[src/pkg/fieldbus_gateway_pkg.sv]
// Purpose: Shared constants and types of the fieldbus gateway.
// Assumes: Image byte k sits at bits [8k+7:8k]; slave s data at [4s+3:4s].
// Notes: Slave 0 does not exist on the field network; its slot stays empty.
package fieldbus_gateway_pkg;
	localparam int NUM_SLAVES = 32;
	localparam int IMG_BYTES = 16;
	localparam int IMG_BITS = 128;
	localparam int DIAG_BITS = 256;
	localparam int PRM_LEN = 7;
	localparam int CFG_LEN = 20;
	localparam int DIAG_FAIL_BYTE = 0;
	localparam int DIAG_CFG_BYTE = 16;
	localparam int EVEN_NIB_LSB = 4;
	localparam int ODD_NIB_LSB = 0;
	localparam int LAST_SLOT = 31;
	localparam int FIFO_DEPTH = 16;
	localparam int FIFO_WIDTH = 11;
	localparam logic [3:0] PRM_DEFAULT = 4'hF;
	localparam logic [31:0] SLAVE_MASK = 32'hFFFF_FFFE;
	// Input-bit mask per type code, code 0 in the lowest nibble
	localparam logic [63:0] IN_MASK_TABLE = 64'h0000_0000_0137_FFFF;

	typedef enum logic [1:0] {
		MSG_PRM = 2'b00,
		MSG_CFG = 2'b01,
		MSG_DATA = 2'b10,
		MSG_OTHER = 2'b11
	} msgKind_t;

	typedef struct packed {
		msgKind_t kind;
		logic last;
		logic [7:0] data;
	} msgWord_t;

	typedef enum logic [2:0] {
		ST_SCAN = 3'b000,
		ST_BCAST = 3'b001,
		ST_WAIT_PRM = 3'b010,
		ST_WAIT_CFG = 3'b011,
		ST_EXCH = 3'b100
	} gwState_t;

	// Which of a slave's four bits are inputs
	function automatic logic [3:0] inMask(input logic [3:0] code);
		return IN_MASK_TABLE[{code, 2'b00} +: 4];
	endfunction

	// Lowest bit of a slave's nibble within the 16-byte image
	function automatic logic [6:0] nibPos(input int s);
		return 7'((s / 2) * 8 + ((s % 2) == 1 ? ODD_NIB_LSB : EVEN_NIB_LSB));
	endfunction
endpackage

[src/rtl/fieldbus_gateway.sv]
// Purpose: Default start-up of a gateway from a field network to DP images.
// Assumes: Field scan logic and message framer run on clk; no sync needed.
// Notes: Images and diagnostics are presented as parallel registered words.
// Notes on behaviour
// Master handles 20-byte config, 7-byte param, 32-byte diag messages.
// Cyclic image is exactly 16 input bytes and 16 output bytes.
// A slave's image position depends only on its network address.
// Slave type code decides which nibble bits are inputs or outputs.
// At start-up parameter value F goes to every connected slave.
// Slaves found at start-up become actual and setpoint configuration.
// Each restart replaces the setpoint with the slaves present then.
// Diagnostic bytes 16 to 19 carry the actual configuration.
// Even-numbered slaves occupy bits 4 to 7 of their byte.
// Odd-numbered slaves occupy bits 0 to 3 of their byte.
// Byte k holds slaves 2k and 2k+1; last byte holds 30 and 31.
// After parameters arrive, added or removed slaves are ignored.
// Setpoint slaves later removed are flagged failed in diagnostics.
// Scan the network first, then await parameter then config message.
// Parameter message is exactly the seven standard bytes 0 to 6.
// Config message must be exactly 20 bytes long.
// Operator changes slaves first, then triggers a new start-up.
// No cyclic exchange until parameter and config messages are accepted.
`timescale 1ns/100ps

module gw_fifo #(
	parameter int WIDTH = 11,
	parameter int DEPTH = 16
) (
	input wire logic clk,
	input wire logic clkEn,
	input wire logic rst,
	input wire logic inValid,
	input wire logic [WIDTH-1:0] inData,
	output logic inReady,
	output logic outValid,
	output logic [WIDTH-1:0] outData,
	input wire logic outReady
);
	localparam int AW = $clog2(DEPTH);
	logic [WIDTH-1:0] mem [DEPTH];
	logic [AW-1:0] wrPtr_q, wrPtr_d, rdPtr_q, rdPtr_d;
	logic [AW:0] count_q, count_d;
	logic ready_q, ready_d;
	logic push, pop;

	// Ready is kept as a flop so the source never sees a combinational path
	always_comb begin
		push = inValid && ready_q;
		pop = outValid && outReady;
		wrPtr_d = push ? wrPtr_q + AW'(1) : wrPtr_q;
		rdPtr_d = pop ? rdPtr_q + AW'(1) : rdPtr_q;
		count_d = count_q + {{AW{1'b0}}, push} - {{AW{1'b0}}, pop};
		ready_d = count_d != (AW + 1)'(DEPTH);
	end

	always_ff @(posedge clk or posedge rst) begin
		if (rst) begin
			wrPtr_q <= '0;
			rdPtr_q <= '0;
			count_q <= '0;
			ready_q <= 1'b0;
		end else if (clkEn) begin
			wrPtr_q <= wrPtr_d;
			rdPtr_q <= rdPtr_d;
			count_q <= count_d;
			ready_q <= ready_d;
		end
	end

	// Storage needs no reset; a slot is only popped after it has been written
	always_ff @(posedge clk) begin
		if (clkEn && push) begin
			mem[wrPtr_q] <= inData;
		end
	end

	assign inReady = ready_q;
	assign outValid = count_q != '0;
	assign outData = mem[rdPtr_q];

	fifo_bound_a: assert property (@(posedge clk) disable iff (rst)
		count_q <= (AW + 1)'(DEPTH))
		else $error("fifo count above depth");
endmodule

module fieldbus_gateway
	import fieldbus_gateway_pkg::*;
(
	input wire logic clk,
	input wire logic clkEn,
	input wire logic rst,
	input wire logic restart,
	input wire logic [NUM_SLAVES-1:0] fieldPresent,
	input wire logic [4*NUM_SLAVES-1:0] fieldIoCode,
	input wire logic [4*NUM_SLAVES-1:0] fieldIn,
	output logic [4*NUM_SLAVES-1:0] fieldOut,
	output logic prmReq,
	output logic [4:0] prmAddr,
	output logic [3:0] prmValue,
	input wire logic prmAck,
	input wire logic msgValid,
	input wire msgWord_t msgWord,
	output logic msgReady,
	output logic [IMG_BITS-1:0] dpInImage,
	output logic [DIAG_BITS-1:0] diagImage,
	output logic exchActive,
	output logic lengthError
);
	gwState_t state_q, state_d;
	logic [4:0] slot_q, slot_d;
	logic [NUM_SLAVES-1:0] setpoint_q, setpoint_d;
	logic [4:0] byteCnt_q, byteCnt_d;
	logic [IMG_BITS-1:0] outImage_q, outImage_d;
	logic [IMG_BITS-1:0] dpIn_q, dpIn_d;
	logic [4*NUM_SLAVES-1:0] fieldOut_q, fieldOut_d;
	logic [DIAG_BITS-1:0] diag_q, diag_d;
	logic prmReq_q, prmReq_d, lenErr_q, lenErr_d, exch_q;
	logic [3:0] prmVal_q;
	logic fValid, fReady, pop, popLast;
	logic [FIFO_WIDTH-1:0] fData;
	msgWord_t fWord;
	logic [5:0] msgLen;
	logic [NUM_SLAVES-1:0] failNow;

	// Messages wait here while the gateway scans or broadcasts
	gw_fifo #(
		.WIDTH(FIFO_WIDTH),
		.DEPTH(FIFO_DEPTH)
	) msgFifo (
		.clk(clk),
		.clkEn(clkEn),
		.rst(rst),
		.inValid(msgValid),
		.inData(msgWord),
		.inReady(msgReady),
		.outValid(fValid),
		.outData(fData),
		.outReady(fReady)
	);

	// The parser only drains in states that expect messages
	always_comb begin
		fWord = msgWord_t'(fData);
		fReady = (state_q == ST_WAIT_PRM) || (state_q == ST_WAIT_CFG) ||
			(state_q == ST_EXCH);
		pop = fValid && fReady;
		popLast = pop && fWord.last;
		msgLen = {1'b0, byteCnt_q} + 6'd1;
		failNow = setpoint_q & ~fieldPresent & SLAVE_MASK;
	end

	// Start-up sequencer and message parser
	always_comb begin
		state_d = state_q;
		slot_d = slot_q;
		setpoint_d = setpoint_q;
		outImage_d = outImage_q;
		prmReq_d = prmReq_q;
		lenErr_d = 1'b0;
		byteCnt_d = byteCnt_q;
		if (pop) begin
			byteCnt_d = fWord.last ? 5'd0 :
				(byteCnt_q == 5'd31 ? byteCnt_q : byteCnt_q + 5'd1);
		end
		case (state_q)
			ST_SCAN: begin
				setpoint_d = fieldPresent & SLAVE_MASK;
				slot_d = 5'd1;
				state_d = ST_BCAST;
			end
			ST_BCAST: begin
				if (prmReq_q) begin
					if (prmAck) begin
						prmReq_d = 1'b0;
						slot_d = slot_q + 5'd1;
						if (slot_q == 5'(LAST_SLOT)) begin
							state_d = ST_WAIT_PRM;
						end
					end
				end else if (setpoint_q[slot_q]) begin
					prmReq_d = 1'b1;
				end else begin
					slot_d = slot_q + 5'd1;
					if (slot_q == 5'(LAST_SLOT)) begin
						state_d = ST_WAIT_PRM;
					end
				end
			end
			ST_WAIT_PRM: begin
				if (popLast && fWord.kind == MSG_PRM) begin
					if (msgLen == 6'(PRM_LEN)) begin
						state_d = ST_WAIT_CFG;
					end else begin
						lenErr_d = 1'b1;
					end
				end
			end
			ST_WAIT_CFG: begin
				if (popLast && fWord.kind == MSG_CFG) begin
					if (msgLen == 6'(CFG_LEN)) begin
						state_d = ST_EXCH;
					end else begin
						lenErr_d = 1'b1;
					end
				end
			end
			ST_EXCH: begin
				if (pop && fWord.kind == MSG_DATA) begin
					if (byteCnt_q < 5'(IMG_BYTES)) begin
						outImage_d[{byteCnt_q[3:0], 3'b000} +: 8] = fWord.data;
					end
					if (fWord.last && msgLen != 6'(IMG_BYTES)) begin
						lenErr_d = 1'b1;
					end
				end
			end
			default: begin
				state_d = ST_SCAN;
			end
		endcase
		// A restart rebuilds the setpoint from whatever is present then
		if (restart) begin
			state_d = ST_SCAN;
			prmReq_d = 1'b0;
			outImage_d = '0;
			byteCnt_d = 5'd0;
		end
	end

	// Image mapping; slaves outside the frozen setpoint carry no data
	always_comb begin
		logic [3:0] mask;
		logic [6:0] pos;
		logic act;
		mask = 4'h0;
		pos = 7'd0;
		act = 1'b0;
		dpIn_d = '0;
		fieldOut_d = '0;
		for (int s = 1; s < NUM_SLAVES; s++) begin
			mask = inMask(fieldIoCode[4*s +: 4]);
			pos = nibPos(s);
			act = setpoint_q[s] && fieldPresent[s];
			if (act && exch_q) begin
				dpIn_d[pos +: 4] = fieldIn[4*s +: 4] & mask;
				fieldOut_d[4*s +: 4] = outImage_q[pos +: 4] & ~mask;
			end
		end
	end

	// Diagnostics: failed slaves up front, actual configuration in the back
	always_comb begin
		diag_d = '0;
		diag_d[8*DIAG_FAIL_BYTE +: NUM_SLAVES] = failNow;
		diag_d[8*DIAG_CFG_BYTE +: NUM_SLAVES] = fieldPresent & SLAVE_MASK;
	end

	always_ff @(posedge clk or posedge rst) begin
		if (rst) begin
			state_q <= ST_SCAN;
			slot_q <= 5'd0;
			setpoint_q <= '0;
			byteCnt_q <= 5'd0;
			outImage_q <= '0;
			dpIn_q <= '0;
			fieldOut_q <= '0;
			diag_q <= '0;
			prmReq_q <= 1'b0;
			prmVal_q <= PRM_DEFAULT;
			lenErr_q <= 1'b0;
			exch_q <= 1'b0;
		end else if (clkEn) begin
			state_q <= state_d;
			slot_q <= slot_d;
			setpoint_q <= setpoint_d;
			byteCnt_q <= byteCnt_d;
			outImage_q <= outImage_d;
			dpIn_q <= dpIn_d;
			fieldOut_q <= fieldOut_d;
			diag_q <= diag_d;
			prmReq_q <= prmReq_d;
			prmVal_q <= PRM_DEFAULT;
			lenErr_q <= lenErr_d;
			exch_q <= state_d == ST_EXCH;
		end
	end

	assign fieldOut = fieldOut_q;
	assign prmReq = prmReq_q;
	assign prmAddr = slot_q;
	assign prmValue = prmVal_q;
	assign dpInImage = dpIn_q;
	assign diagImage = diag_q;
	assign exchActive = exch_q;
	assign lengthError = lenErr_q;

	// Checks on the behaviour above
	prm_value_a: assert property (@(posedge clk) disable iff (rst)
		prmReq |-> prmValue == 4'hF && setpoint_q[prmAddr])
		else $error("parameter sent with wrong value or to absent slave");

	bcast_hold_a: assert property (@(posedge clk) disable iff (rst)
		prmReq && !prmAck && clkEn && !restart |=> prmReq && $stable(prmAddr))
		else $error("parameter request dropped before acknowledge");

	setpoint_cap_a: assert property (@(posedge clk) disable iff (rst)
		state_q == ST_SCAN && clkEn && !restart |=>
		setpoint_q == ($past(fieldPresent) & SLAVE_MASK) &&
		state_q == ST_BCAST)
		else $error("setpoint not captured at start-up");

	setpoint_frz_a: assert property (@(posedge clk) disable iff (rst)
		(state_q == ST_WAIT_CFG || state_q == ST_EXCH) && !restart |=>
		$stable(setpoint_q))
		else $error("setpoint changed after parameter message");
	fail_diag_a: assert property (@(posedge clk) disable iff (rst)
		clkEn |=> diagImage[31:0] == $past(failNow))
		else $error("failed slaves not reported");
	cfg_diag_a: assert property (@(posedge clk) disable iff (rst)
		clkEn |=> diagImage[159:128] == ($past(fieldPresent) & SLAVE_MASK))
		else $error("actual configuration missing from diagnostics");
	prm_len_a: assert property (@(posedge clk) disable iff (rst)
		state_q == ST_WAIT_PRM && popLast && fWord.kind == MSG_PRM &&
		msgLen != 6'd7 && clkEn && !restart |=>
		lengthError && state_q == ST_WAIT_PRM)
		else $error("bad parameter length accepted");
	cfg_len_a: assert property (@(posedge clk) disable iff (rst)
		state_q == ST_WAIT_CFG && popLast && fWord.kind == MSG_CFG &&
		clkEn && !restart |=> exchActive == ($past(msgLen) == 6'd20))
		else $error("config length check wrong");
	exch_gate_a: assert property (@(posedge clk) disable iff (rst)
		!exchActive |=> dpInImage == '0 && fieldOut == '0)
		else $error("image exchanged before start-up completed");
	slot_odd_a: assert property (@(posedge clk) disable iff (rst)
		exchActive && clkEn && setpoint_q[1] && fieldPresent[1] |=>
		dpInImage[3:0] == ($past(fieldIn[7:4]) &
		inMask($past(fieldIoCode[7:4]))))
		else $error("slave 1 not in low nibble of byte 0");
	slot_last_a: assert property (@(posedge clk) disable iff (rst)
		exchActive && clkEn && setpoint_q[30] && fieldPresent[30] |=>
		dpInImage[127:124] == ($past(fieldIn[123:120]) &
		inMask($past(fieldIoCode[123:120]))) && dpInImage[7:4] == 4'h0)
		else $error("slave 30 not in high nibble of last byte");
endmodule

[config.mk]
export PLATFORM = sky130hd
export DESIGN_NAME = fieldbus_gateway
export DESIGN_NICKNAME = d
export VERILOG_FILES = /design/src/pkg/fieldbus_gateway_pkg.sv /design/src/rtl/fieldbus_gateway.sv
export SDC_FILE = /design/constraint.sdc
export NUM_CORES = 1
export LEC_CHECK = 0
export BUFFER_PORTS_ARGS = -buffer_cell sky130_fd_sc_hd__buf_2
export CAP_MARGIN = 10
export CORE_AREA = 2 2 318 320
export CTS_BUF_LIST = sky130_fd_sc_hd__clkbuf_4
export DETAILED_ROUTE_END_ITERATION = 6
export DIE_AREA = 0 0 320 322
export PLACE_DENSITY = 0.53
export SYNTH_ARGS = -nofsm -noshare
export SYNTH_HDL_FRONTEND = slang
export SYNTH_SLANG_ARGS = --single-unit
[constraint.sdc]
create_clock -name clk -period 20.2 [get_ports clk]
set_clock_uncertainty 0.1 [all_clocks]
set_input_delay 2.02 -clock clk [delete_from_list [all_inputs] [get_ports clk]]
set_output_delay 2.02 -clock clk [all_outputs]
set_load 0.02 [all_outputs]
**Word level (Yosys, flattened, before mapping)**

Memories as Yosys holds them, arrays and structs flattened.
Index checks and enable logic that the tools add are counted.

- Register bits: 499
- Latch bits: 0
- Memory bits (writable): 176
- Bits in read-only memories: 0
- Logic and storage cells: 359
- Memories kept: 1

Memory list:

| memory | words | width | read ports | clocked after Yosys merged registers in | write ports | line | text |
|---|---|---|---|---|---|---|---|
| msgFifo.mem | 16 | 11 | 1 | 0 | 1 | fieldbus_gateway.sv:40 | `logic [WIDTH-1:0] mem [DEPTH];` |

- $add $sub $neg: 8
- Multiply operators: 0
- Divide/modulo/power cells: 0
- $lt $le $gt $ge: 2
- Equality and inequality tests: 16
- Shifts and indexed selects: 33
- Muxes and demuxes: 101
- Bitwise logic cells: 95
- Reduce and logical (&&, ||, !) cells: 88

Operators with widths:

| operator | count |
|---|---|
| 64-bit by 7-bit indexed part select with 4-bit output (first input constant) | 31 |
| 128-bit two-way mux | 4 |
| 4-bit bitwise AND | 62 |
| 4-bit two-way mux | 62 |
| 128-bit bitwise mux | 1 |
| 8-bit by 9-bit variable shift with 128-bit output (first input constant) | 1 |
| 8-bit by 9-bit indexed part select with 128-bit output | 1 |
| 4-bit inverter | 31 |
| 1-bit logical AND | 70 |
| 5-bit two-way mux | 7 |
| 32-bit bitwise AND | 1 |
| 32-bit inverter | 1 |
| 3-bit two-way mux | 9 |
| 3-bit case mux with 5 select lines | 1 |
| 1-bit two-way mux | 14 |
| 2-bit nonzero test | 6 |
| 5-bit by 1-bit adder with 5-bit output (second input constant) | 2 |
| 5-bit == test (second input constant) | 2 |
| 5-bit case mux with 2 select lines | 1 |
| 3-bit != test (second input constant) | 3 |
| 7-bit negator with 9-bit output | 1 |
| 4-bit by 1-bit adder with 4-bit output (second input constant) | 2 |
| 2-bit AND reduction | 4 |
| 4-bit AND reduction | 2 |
| 21 further kinds | 24 |

**Logic depth before layout (Yosys ltp)**

Gate-level depths: netlist of the first run.

- Depth in word-level cells: 10
- Gate-level depth with buffers: 16
- Gate-level depth less buffers: 16

**Modules after synthesis**

A second synthesis of the first run with hierarchy kept.

- Cell total of the unflattened synthesis: 2633
- Area, all modules: 30370.4 µm²

Modules (own cells, without submodules):

| module | times used | cells each | area an instance (µm²) |
|---|---|---|---|
| fieldbus_gateway | 1 | 2292 | 22800.6 |
| gw_fifo | 1 | 341 | 7569.8 |

**Least setup slack after synthesis of the first run**

OpenSTA, ideal clock, no wires.

- Kind: in2reg
- Start point: in clkEn
- End point: mem msgFifo.mem[3][0] (enable)
- Setup time: 0.393 ns
- Data arrival time: 3.881 ns
- Required time: 19.707 ns
- Path slack: 15.826 ns
- Stages on the path: 6
- Buffers on the path: 3
- Path through: clkbuf_1 -> clkbuf_1 -> and3_1 -> clkbuf_1 -> nand2_1 -> nor3_1

- Longest elaborated chain between the ends: 3

RTL lines:

| what | line | text |
|---|---|---|
| start, declared | fieldbus_gateway.sv:90 | `input wire logic clkEn,` |
| 1-bit logical AND | fieldbus_gateway.sv:72 | `if (clkEn && push) begin` |
| 1-bit two-way mux | fieldbus_gateway.sv:72 |  |
| 1-bit two-way mux (not written as such) | fieldbus_gateway.sv:73 | `mem[wrPtr_q] <= inData;` |
| end, declared | fieldbus_gateway.sv:40 |  |

No other way between the ends.

==> impl_metrics.env, run 1 <==
export IMPL_internal_power_uw=2370
export IMPL_ir_drop_mv=0.0520
export IMPL_clock_power_share_pct=38.3
export IMPL_layout_commonest_cell="buf_2"
export IMPL_status="finished with violations"
export IMPL_drive_gt1_share_pct=33.7
export IMPL_drcViolationCount=1
export IMPL_timing_final_crit_share_pct=25.0
export IMPL_utilization_pct=36.0
export IMPL_dieWidth_um=320
export IMPL_cts_hold_buffers=0
export IMPL_cts_sinks=671
export IMPL_track_usage_pct=18.5
export IMPL_worstPathRequired_ns=21.14
export IMPL_worst_setup_path_end_kind="asynchronous set/reset pin"
export IMPL_clkLatencyLatePin_ns=1.08
export IMPL_routed_wirelength_mm=98.9
export IMPL_dr_pass1_iters=7
export IMPL_cp_max_fo=125
export IMPL_cts_resized=0
export IMPL_final_cell_mix="buf_2, dfrtp_1, clkbuf_4"
export IMPL_antenna_found_initial=12
export IMPL_setup_viol=0
export IMPL_yosys_warnings=0
export IMPL_dieArea_um2=103000
export IMPL_drt_antenna_violating_nets=0
export IMPL_vias_per_cell=4.84
export IMPL_yosys_area_top_type="dfrtp_1"
export IMPL_syn_area_um2=29700
export IMPL_finish_instance_area_um2=35800
export IMPL_clk_pin_slew_ns=0.05
export IMPL_power_leakage_uw=0.0165
export IMPL_layout_min_cycle_time_ns=5.05
export IMPL_multi_input_area_um2=10400
export IMPL_coreArea_um2=99600
export IMPL_num_fill_cells=10100
export IMPL_p_sw_uw=1010
export IMPL_hold_viol_final=0
export IMPL_grt_pass1_vias=21600
export IMPL_synthMuxAreaShare_pct=7.09
export IMPL_startpoint_type="input pin"
export IMPL_synth_distinct_cells=71
export IMPL_tightest_slew_ns=1.14
export IMPL_synth_seq_cells=671
export IMPL_worst_hold_path_num_cells=1
export IMPL_yosys_area_share_simple_pct=8.19
export IMPL_synth_top_family_by_area="compound AO/OA/AOI/OAI gates"
export IMPL_final_setup_tns_ns=0
export IMPL_htreeDepth=4
export IMPL_synth_top_area_share_pct=41.8
export IMPL_cellPowerDensity_nw_per_um2=94.1
export IMPL_synthXorXnorAreaFrac_pct=0.413
export IMPL_port_buffers=614
export IMPL_seq_area_um2=17700
export IMPL_vias=21900
export IMPL_cap_viol_max_count=0
export IMPL_synth_flop_cell="dfrtp_1"
export IMPL_clockBufferDepth=3
export IMPL_place_hpwl_mm=69.9
export IMPL_hold_path_class="reg2reg"
export IMPL_critPathArrivalTime_ns=5.99
export IMPL_finalNonFillerCells=4534
export IMPL_root_buffer="clkbuf_4"
export IMPL_synth_compound_area_share_pct=15.6
export IMPL_fp_row_count=116
export IMPL_async_flop_share_pct=73.8
export IMPL_yosys_top_cells_area="dfrtp_1, edfxtp_1, buf_4"
export IMPL_die_h_um=322
export IMPL_syn_inst=2394
export IMPL_io_pins=830
export IMPL_wl_per_cell_um=21.8
export IMPL_ys_seq_area_share_pct=59.6
export IMPL_synth_edf_count=176
export IMPL_worst_r2r_cell_count=8
export IMPL_dp_cells=4206
export IMPL_yosys_area_share_adder_pct=0.869
export IMPL_maxSlewViolCount=0
export IMPL_grt_ovfl_total=0
export IMPL_rsz0062_at_grt="no"
export IMPL_cts_buffers=188
export IMPL_relSlewSlack_pct=23.7
export IMPL_nNetsFinal=3423
export IMPL_grt_start_max_net_pins=126
export IMPL_violations="DRC"
export IMPL_cts_setup_buffers=0
export IMPL_place_gp_congestion=0.803
export IMPL_max_freq_ghz=0.198
export IMPL_cts_tree="yes"
export IMPL_start_util_pct=29.8
export IMPL_syn_area_per_cell_um2=12.4
export IMPL_path_class="in2async"
export IMPL_area_growth_pct=20.8
export IMPL_seqPwrFrac_pct=45.4
export IMPL_dr_first_iter_drc_count=1532
export IMPL_dpl_instance_area_um2=33400
export IMPL_grt_first_pass_wirelength_mm=142
export IMPL_swShare_pct=29.9
export IMPL_p_comb_share_pct=16.3
-- cell families (layout without fill, tap and decap cells) --
| family | count (synthesis) | after routing |
|---|---|---|
| buffers and inverters | 439 | 1072 |
| AOI/OAI and AO/OA | 611 | 611 |
| other | 2 | 211 |
| DFF | 671 | 671 |
| adders and majority gates | 20 | 20 |
| xor gates and xnor gates | 14 | 14 |
| and+or+nand+nor | 489 | 489 |
| muxes | 148 | 148 |
-- cell type report --
type,instances,share of cell area [%]
multi-input combinational,1488,28.9
antenna,5,0.0349
inverter,103,1.12
tap,1298,4.53
clock inverter,40,0.887
clock buffer,283,5.93
timing repair buffer,646,9.26
sequential,671,49.3
-- metrics by stage --
stage               hold slack (ns)  worst slack [ns]  total power (µW)
finish                        0.379             15.15              3370
global route                  0.390             14.54              3550
CTS                           0.383             15.05              3430
detailed placement            0.368             13.85              2120
global placement              0.364             13.79              2110
floorplan                     0.356              4.26              1930
-- synth_stat cells, drive strengths merged (12+ instances only) --
cell and n:
dfrtp 495, buf 223, edfxtp 176, o21ai 154
nor2 131, nand2 126, clkbuf 113, a32o 112
inv 102, a22o 97, o2bb2ai 90, nand3 74
mux2 68, mux4 43, a21oi 41, and3 39
mux2i 37, a31oi 32, o21a 29, nand4 26
nand3b 24, ha 19, nor2b 19, o32ai 16
o31ai 14, nor3 12
-- power by group through the flow --
| stage | sequential, µW | combinational [µW] | clock, µW |
|---|---|---|---|
| after global routing | 1540 | 599 | 1410 |
| after floorplan | 1550 | 379 | 0 |
| after detailed placement | 1560 | 560 | 0 |
| final | 1530 | 551 | 1290 |
| after CTS | 1530 | 561 | 1340 |
| after global placement | 1550 | 559 | 0 |
-- metal layers --
metal / up-vias / part of all wire [%] / GRT usage [%]
met5: - / 0.053 / 0
li1: 10000 / - / -
met3: 150 / 6.4 / 4.73
met4: 10 / 2.4 / 6.45
met2: 794 / 49 / 31.0
met1: 11000 / 42 / 23.2
-- state kept, by name, summed over array words and instances, names as in the netlist --
register / flops
msgFifo.inReady: 1
msgFifo.mem: 176
dpInImage: 124
state_q: 3
prmReq: 1
outImage_q: 124
lengthError: 1
exchActive: 1
msgFifo.wrPtr_q: 4
byteCnt_q: 5
msgFifo.rdPtr_q: 4
setpoint_q: 31
msgFifo.count_q: 5
diagImage: 62
fieldOut: 124
prmAddr: 5
-- critical path: stages --
cell	delay, ns
buf_2	0.13
inv_8	0.52
buf_4	0.74
buf_4	0.86
buf_4	0.75
buf_4	0.72
-- final timing paths --
| check | startpoint | endpoint | slack (ns) |
|---|---|---|---|
| max reg2reg | msgFifo.rdPtr_q[3] | outImage_q[12] | 16.03 |
| min reg2reg | fieldOut[84] | fieldOut[84] | 0.38 |
| min in group asynchronous | rst | dpInImage[97] | 1.01 |
| max in group clk | clkEn | outImage_q[12] | 15.89 |
| max | rst | setpoint_q[3] | 15.15 |
| min | fieldOut[84] | fieldOut[84] | 0.38 |
No activity file was read; power rests on OpenSTA's default activity.
==> inputs of run 2 (changes only) <==
- CORE_AREA: 2 2 318 320 -> 2 2 325 327
- DIE_AREA: 0 0 320 322 -> 0 0 327 329
- clock period: 20.2 -> 4.4 ns (I/O delays scaled with it)
==> impl_metrics.env, run 2 (same netlist as run 1, synthesis figures left out) <==
export IMPL_crit_start="msgFifo.rdPtr_q[0]"
export IMPL_maxSlewViolCount=0
export IMPL_swShare_pct=30.9
export IMPL_critPathSlowestCell="dfrtp_2"
export IMPL_cts_buffers=185
export IMPL_track_usage_pct=20.5
export IMPL_worstPathRequired_ns=5.20
export IMPL_utilization_pct=41.0
export IMPL_relSlewSlack_pct=32.6
export IMPL_largest_reg_flops=176
export IMPL_area_growth_pct=44.3
export IMPL_final_cell_mix="dlygate4sd3_1, buf_2, dfrtp_1"
export IMPL_layout_commonest_cell="dlygate4sd3_1"
export IMPL_wl_per_cell_um=21.3
export IMPL_ir_drop_mv=0.172
export IMPL_htreeDepth=4
export IMPL_tightest_slew_ns=1.01
export IMPL_port_buffers=614
export IMPL_worst_r2r_cell_count=9
export IMPL_worst_setup_path_end_kind="flip-flop"
export IMPL_final_setup_tns_ns=0
export IMPL_fp_row_count=119
export IMPL_cts_setup_buffers=0
export IMPL_rsz0062_at_grt="no"
export IMPL_hold_viol_final=0
export IMPL_cts_tree="yes"
export IMPL_routed_wirelength_mm=114
export IMPL_cp_max_fo=22
export IMPL_root_buffer="clkbuf_4"
export IMPL_critPathArrivalTime_ns=4.37
export IMPL_rrSetupSlack_ns=0.83
export IMPL_finish_instance_area_um2=42800
export IMPL_timing_final_crit_share_pct=81.1
export IMPL_num_fill_cells=9874
export IMPL_dieWidth_um=327
export IMPL_cts_hold_buffers=669
export IMPL_regMostFlops="msgFifo.mem"
export IMPL_r2r_end="outImage_q[8]"
export IMPL_drive_gt1_share_pct=28.1
export IMPL_clock_power_share_pct=36.2
export IMPL_antenna_found_initial=11
export IMPL_cts_sinks=671
export IMPL_cap_viol_max_count=0
export IMPL_clkLatencyLatePin_ns=1.04
export IMPL_grt_ovfl_total=0
export IMPL_grt_start_max_net_pins=107
export IMPL_grt_pass1_vias=26300
export IMPL_max_freq_ghz=0.280
export IMPL_cts_resized=0
export IMPL_clk_pin_slew_ns=0.06
export IMPL_place_gp_congestion=0.825
export IMPL_power_leakage_uw=0.0197
export IMPL_setup_viol=0
export IMPL_vias=25600
export IMPL_dr_pass1_iters=5
export IMPL_coreArea_um2=104000
export IMPL_min_delay_start="fieldPresent[23]"
export IMPL_drt_antenna_violating_nets=0
export IMPL_dr_first_iter_drc_count=1660
export IMPL_r2r_start="msgFifo.rdPtr_q[0]"
export IMPL_dieArea_um2=108000
export IMPL_p_sw_uw=4860
export IMPL_path_class="reg2reg"
export IMPL_worstPathCellList="buf_4 -> mux4_2 -> nor2b_1 -> o21ai_0 -> nand4b_2 -> buf_4 -> nor4_4 -> nand4_1 -> o21ai_0"
export IMPL_hold_path_end="setpoint_q[23]"
export IMPL_p_comb_share_pct=19.0
export IMPL_place_hpwl_mm=75.2
export IMPL_vias_per_cell=4.79
export IMPL_seqPwrFrac_pct=44.8
export IMPL_cellPowerDensity_nw_per_um2=367
export IMPL_layout_min_cycle_time_ns=3.57
export IMPL_io_pins=830
export IMPL_start_util_pct=28.4
export IMPL_critical_path_max_stage_delay_ns=0.78
export IMPL_hold_path_class="in2reg"
export IMPL_internal_power_uw=10800
export IMPL_startpoint_type="flip-flop"
export IMPL_drcViolationCount=0
export IMPL_worst_hold_path_num_cells=3
export IMPL_die_h_um=329
export IMPL_grt_first_pass_wirelength_mm=166
export IMPL_status="finished clean"
export IMPL_nNetsFinal=4117
export IMPL_clockBufferDepth=3
export IMPL_dpl_instance_area_um2=33800
-- run 2: changes by cell type in the layout (fill, tap and decap cells not counted), sizes merged --
| cell | delta |
|---|---|
| clkbuf | -10 |
| clkinvlp | +5 |
| inv | +1 |
| bufinv | -5 |
| clkinv | +21 |
| buf | +28 |
| dlygate4sd3 | +669 |
| diode | -2 |
-- run 2: power groups by stage --
stage	clock, µW	combinational [µW]	sequential, µW
floorplan	0	1740	7110
global placement	0	2630	7140
detailed placement	0	2640	7150
CTS	5860	2990	7030
global route	6210	3230	7080
finish	5690	2990	7030
-- run 2: worst max-delay path, delay by kind of cell (launching register included) --
| kind | cells | cell delay, ns |
|---|---|---|
| simple gates | 4 | 1.15 |
| flops | 1 | 0.78 |
| buf+inv | 2 | 0.65 |
| compound gates | 2 | 0.47 |
| mux | 1 | 0.30 |
-- run 2: cell type report --
cell class	count	area, µm²	area share [%]
Timing Repair Buffer	1343	10300	24.1
Sequential cell	671	17700	41.3
Multi-Input combinational cell	1488	10400	24.2
Antenna cell	3	7.51	0.0175
Inverter	103	398	0.929
Clock buffer	273	2050	4.79
Clock inverter	62	287	0.669
Tap cell	1391	1740	4.06
-- run 2: routing by layer --
layer,track usage (%),wire [µm],vias to the layer above
met3,5.92,8530,285
met5,0,48,-
met1,24.8,46100,12700
met2,33.7,54300,1092
li1,-,-,11500
met4,9.80,4840,10
-- run 2: worst max path at each step --
stage	slack (ns)	cells after the start	to
3_5_place_dp	0.75	9	outImage_q[11]
2_1_floorplan	-2.85	1	byteCnt_q[0]
6_report	0.83	9	outImage_q[8]
5_1_grt	0.47	9	outImage_q[8]
4_1_cts	0.76	9	outImage_q[15]
3_3_place_gp	0.81	16	msgFifo.inReady
-- run 2: stage by stage --
stage / worst slack, ns / cells / hold slack (ns) / power, µW
2_1_floorplan: -2.85 / 2598 / 0.356 / 8850
3_3_place_gp: 0.810 / 4327 / 0.364 / 9770
3_5_place_dp: 0.749 / 4327 / 0.368 / 9790
4_1_cts: 0.759 / 5331 / 0.00319 / 15900
5_1_grt: 0.471 / 5333 / 0.0412 / 16500
6_report: 0.831 / 5334 / 0.140 / 15700
==> inputs of run 3 (changes only) <==
- clock period: 4.4 -> 3.2 ns (I/O delays scaled with it)
==> impl_metrics.env, run 3 (same netlist as run 1, synthesis figures left out) <==
export IMPL_clockBufferDepth=3
export IMPL_io_pins=830
export IMPL_wl_per_cell_um=21.3
export IMPL_setup_viol=0
export IMPL_dieArea_um2=108000
export IMPL_die_h_um=329
export IMPL_root_buffer="clkbuf_4"
export IMPL_power_leakage_uw=0.0207
export IMPL_clk_pin_slew_ns=0.06
export IMPL_layout_commonest_cell="dlygate4sd3_1"
export IMPL_place_gp_congestion=0.846
export IMPL_dieWidth_um=327
export IMPL_final_setup_tns_ns=0
export IMPL_path_class="reg2reg"
export IMPL_grt_first_pass_wirelength_mm=171
export IMPL_worst_setup_path_end_kind="flip-flop"
export IMPL_hold_path_class="in2reg"
export IMPL_rsz0062_at_grt="yes"
export IMPL_clkLatencyLatePin_ns=1.06
export IMPL_drive_gt1_share_pct=28.7
export IMPL_vias=26400
export IMPL_final_cell_mix="dlygate4sd3_1, buf_2, dfrtp_1"
export IMPL_internal_power_uw=15500
export IMPL_p_sw_uw=6650
export IMPL_cp_top_family="adder cells"
export IMPL_relSlewSlack_pct=33.2
export IMPL_cp_max_fo=2
export IMPL_grt_start_max_net_pins=164
export IMPL_vias_per_cell=4.79
export IMPL_dr_first_iter_drc_count=1708
export IMPL_tightest_slew_ns=0.998
export IMPL_startpoint_type="flip-flop"
export IMPL_num_fill_cells=9683
export IMPL_layout_min_cycle_time_ns=3.12
export IMPL_critPathSlowestCell="or4b_4"
export IMPL_htreeDepth=4
export IMPL_regMostFlops="msgFifo.mem"
export IMPL_area_growth_pct=50.6
export IMPL_cellPowerDensity_nw_per_um2=496
export IMPL_grt_pass1_vias=27100
export IMPL_critical_path_max_stage_delay_ns=0.46
export IMPL_drcViolationCount=0
export IMPL_cap_viol_max_count=0
export IMPL_timing_final_crit_share_pct=97.4
export IMPL_drt_antenna_violating_nets=0
export IMPL_fp_row_count=119
export IMPL_hold_viol_final=0
export IMPL_cp_common_cell="inv_2"
export IMPL_cts_tree="yes"
export IMPL_grt_ovfl_total=0
export IMPL_antenna_found_initial=10
export IMPL_ir_drop_mv=0.310
export IMPL_worstPathRequired_ns=4.00
export IMPL_place_hpwl_mm=75.5
export IMPL_path_buf_inv=4
export IMPL_critPathArrivalTime_ns=3.92
export IMPL_cts_sinks=671
export IMPL_nNetsFinal=4295
export IMPL_coreArea_um2=104000
export IMPL_routed_wirelength_mm=117
export IMPL_cts_buffers=185
export IMPL_largest_reg_flops=176
export IMPL_track_usage_pct=21.1
export IMPL_port_buffers=614
export IMPL_swShare_pct=30.0
export IMPL_start_util_pct=28.4
export IMPL_dr_pass1_iters=6
export IMPL_status="finished clean"
export IMPL_p_comb_share_pct=19.7
export IMPL_maxSlewViolCount=0
export IMPL_seqPwrFrac_pct=43.5
export IMPL_clock_power_share_pct=36.8
export IMPL_max_freq_ghz=0.321
export IMPL_utilization_pct=42.8
export IMPL_worstPathCellList="inv_2 -> ha_1 -> or4b_4 -> o21a_1 -> ha_1 -> inv_2 -> ha_4 -> inv_2 -> fa_2 -> inv_1 -> a21oi_1 -> nor2_1 -> nor2_1 -> xnor2_1 -> xor2_1 -> a41oi_1"
## run 3: repair_timing
item	CTS	global route
pin swaps	1	8
setup buffers	0	8
hold buffers	801	0
gates resized for setup	3	18
endpoints found under the hold margin	1133	0
endpoints found under the setup margin	4	105
## run 3: worst paths after layout
path	startpoint	end	slack, ns	cells after the start
worst min register to register	outImage_q[41]	fieldOut[45]	0.38	1
worst max register to register	msgFifo.count_q[3]	msgFifo.inReady	0.08	16
worst min-delay path	fieldIoCode[55]	fieldOut[55]	0.14	5
max in group asynchronous	rst	fieldOut[9]	1.47	6
min in group asynchronous	rst	outImage_q[59]	0.36	4
worst max-delay path	msgFifo.count_q[3]	msgFifo.inReady	0.08	16
## run 3: through the flow
step	hold slack, ns	cell area [µm²]	setup WS [ns]	cells	total power [µW]
floorplan	0.313	30400	-3.93	2598	12200
global placement	0.307	34100	-0.0221	4365	13500
detailed placement	0.298	34100	-0.0265	4365	13500
CTS	0.00000278	44500	0.0182	5494	22400
global route	0.0748	44700	-0.0724	5507	23300
finish	0.140	44700	0.0816	5514	22200
## run 3: tightest hold or removal path: cells and delay by family
kind	cells	cell delay, ns
buf+inv	2	0.63
compound gates	1	0.07
simple gates	2	0.22
## run 3: layout make-up
class	count	area (µm²)	area share [%]
sequential	671	17700	39.6
timing repair buffer	1521	12000	26.8
multi-input combinational	1488	10400	23.3
clock buffer	286	2150	4.81
tap	1391	1740	3.90
inverter	103	398	0.890
clock inverter	42	297	0.664
antenna	12	30.0	0.0672
## run 3: routing by layer
| layer | vias up | global-route usage [%] | wire length [µm] |
|---|---|---|---|
| li1 | 11800 | - | - |
| met2 | 1140 | 36.0 | 57900 |
| met1 | 13200 | 25.6 | 47700 |
| met4 | 6 | 8.93 | 4190 |
| met3 | 265 | 4.81 | 7500 |
| met5 | - | 0 | 38 |
## run 3: power groups by stage
stage               logic [µW]  registers [µW]  clock network [µW]
detailed placement        3700            9800                   0
global placement          3670            9780                   0
floorplan                 2390            9780                   0
global route              4700            9700                8850
finish                    4370            9640                8150
CTS                       4310            9640                8420
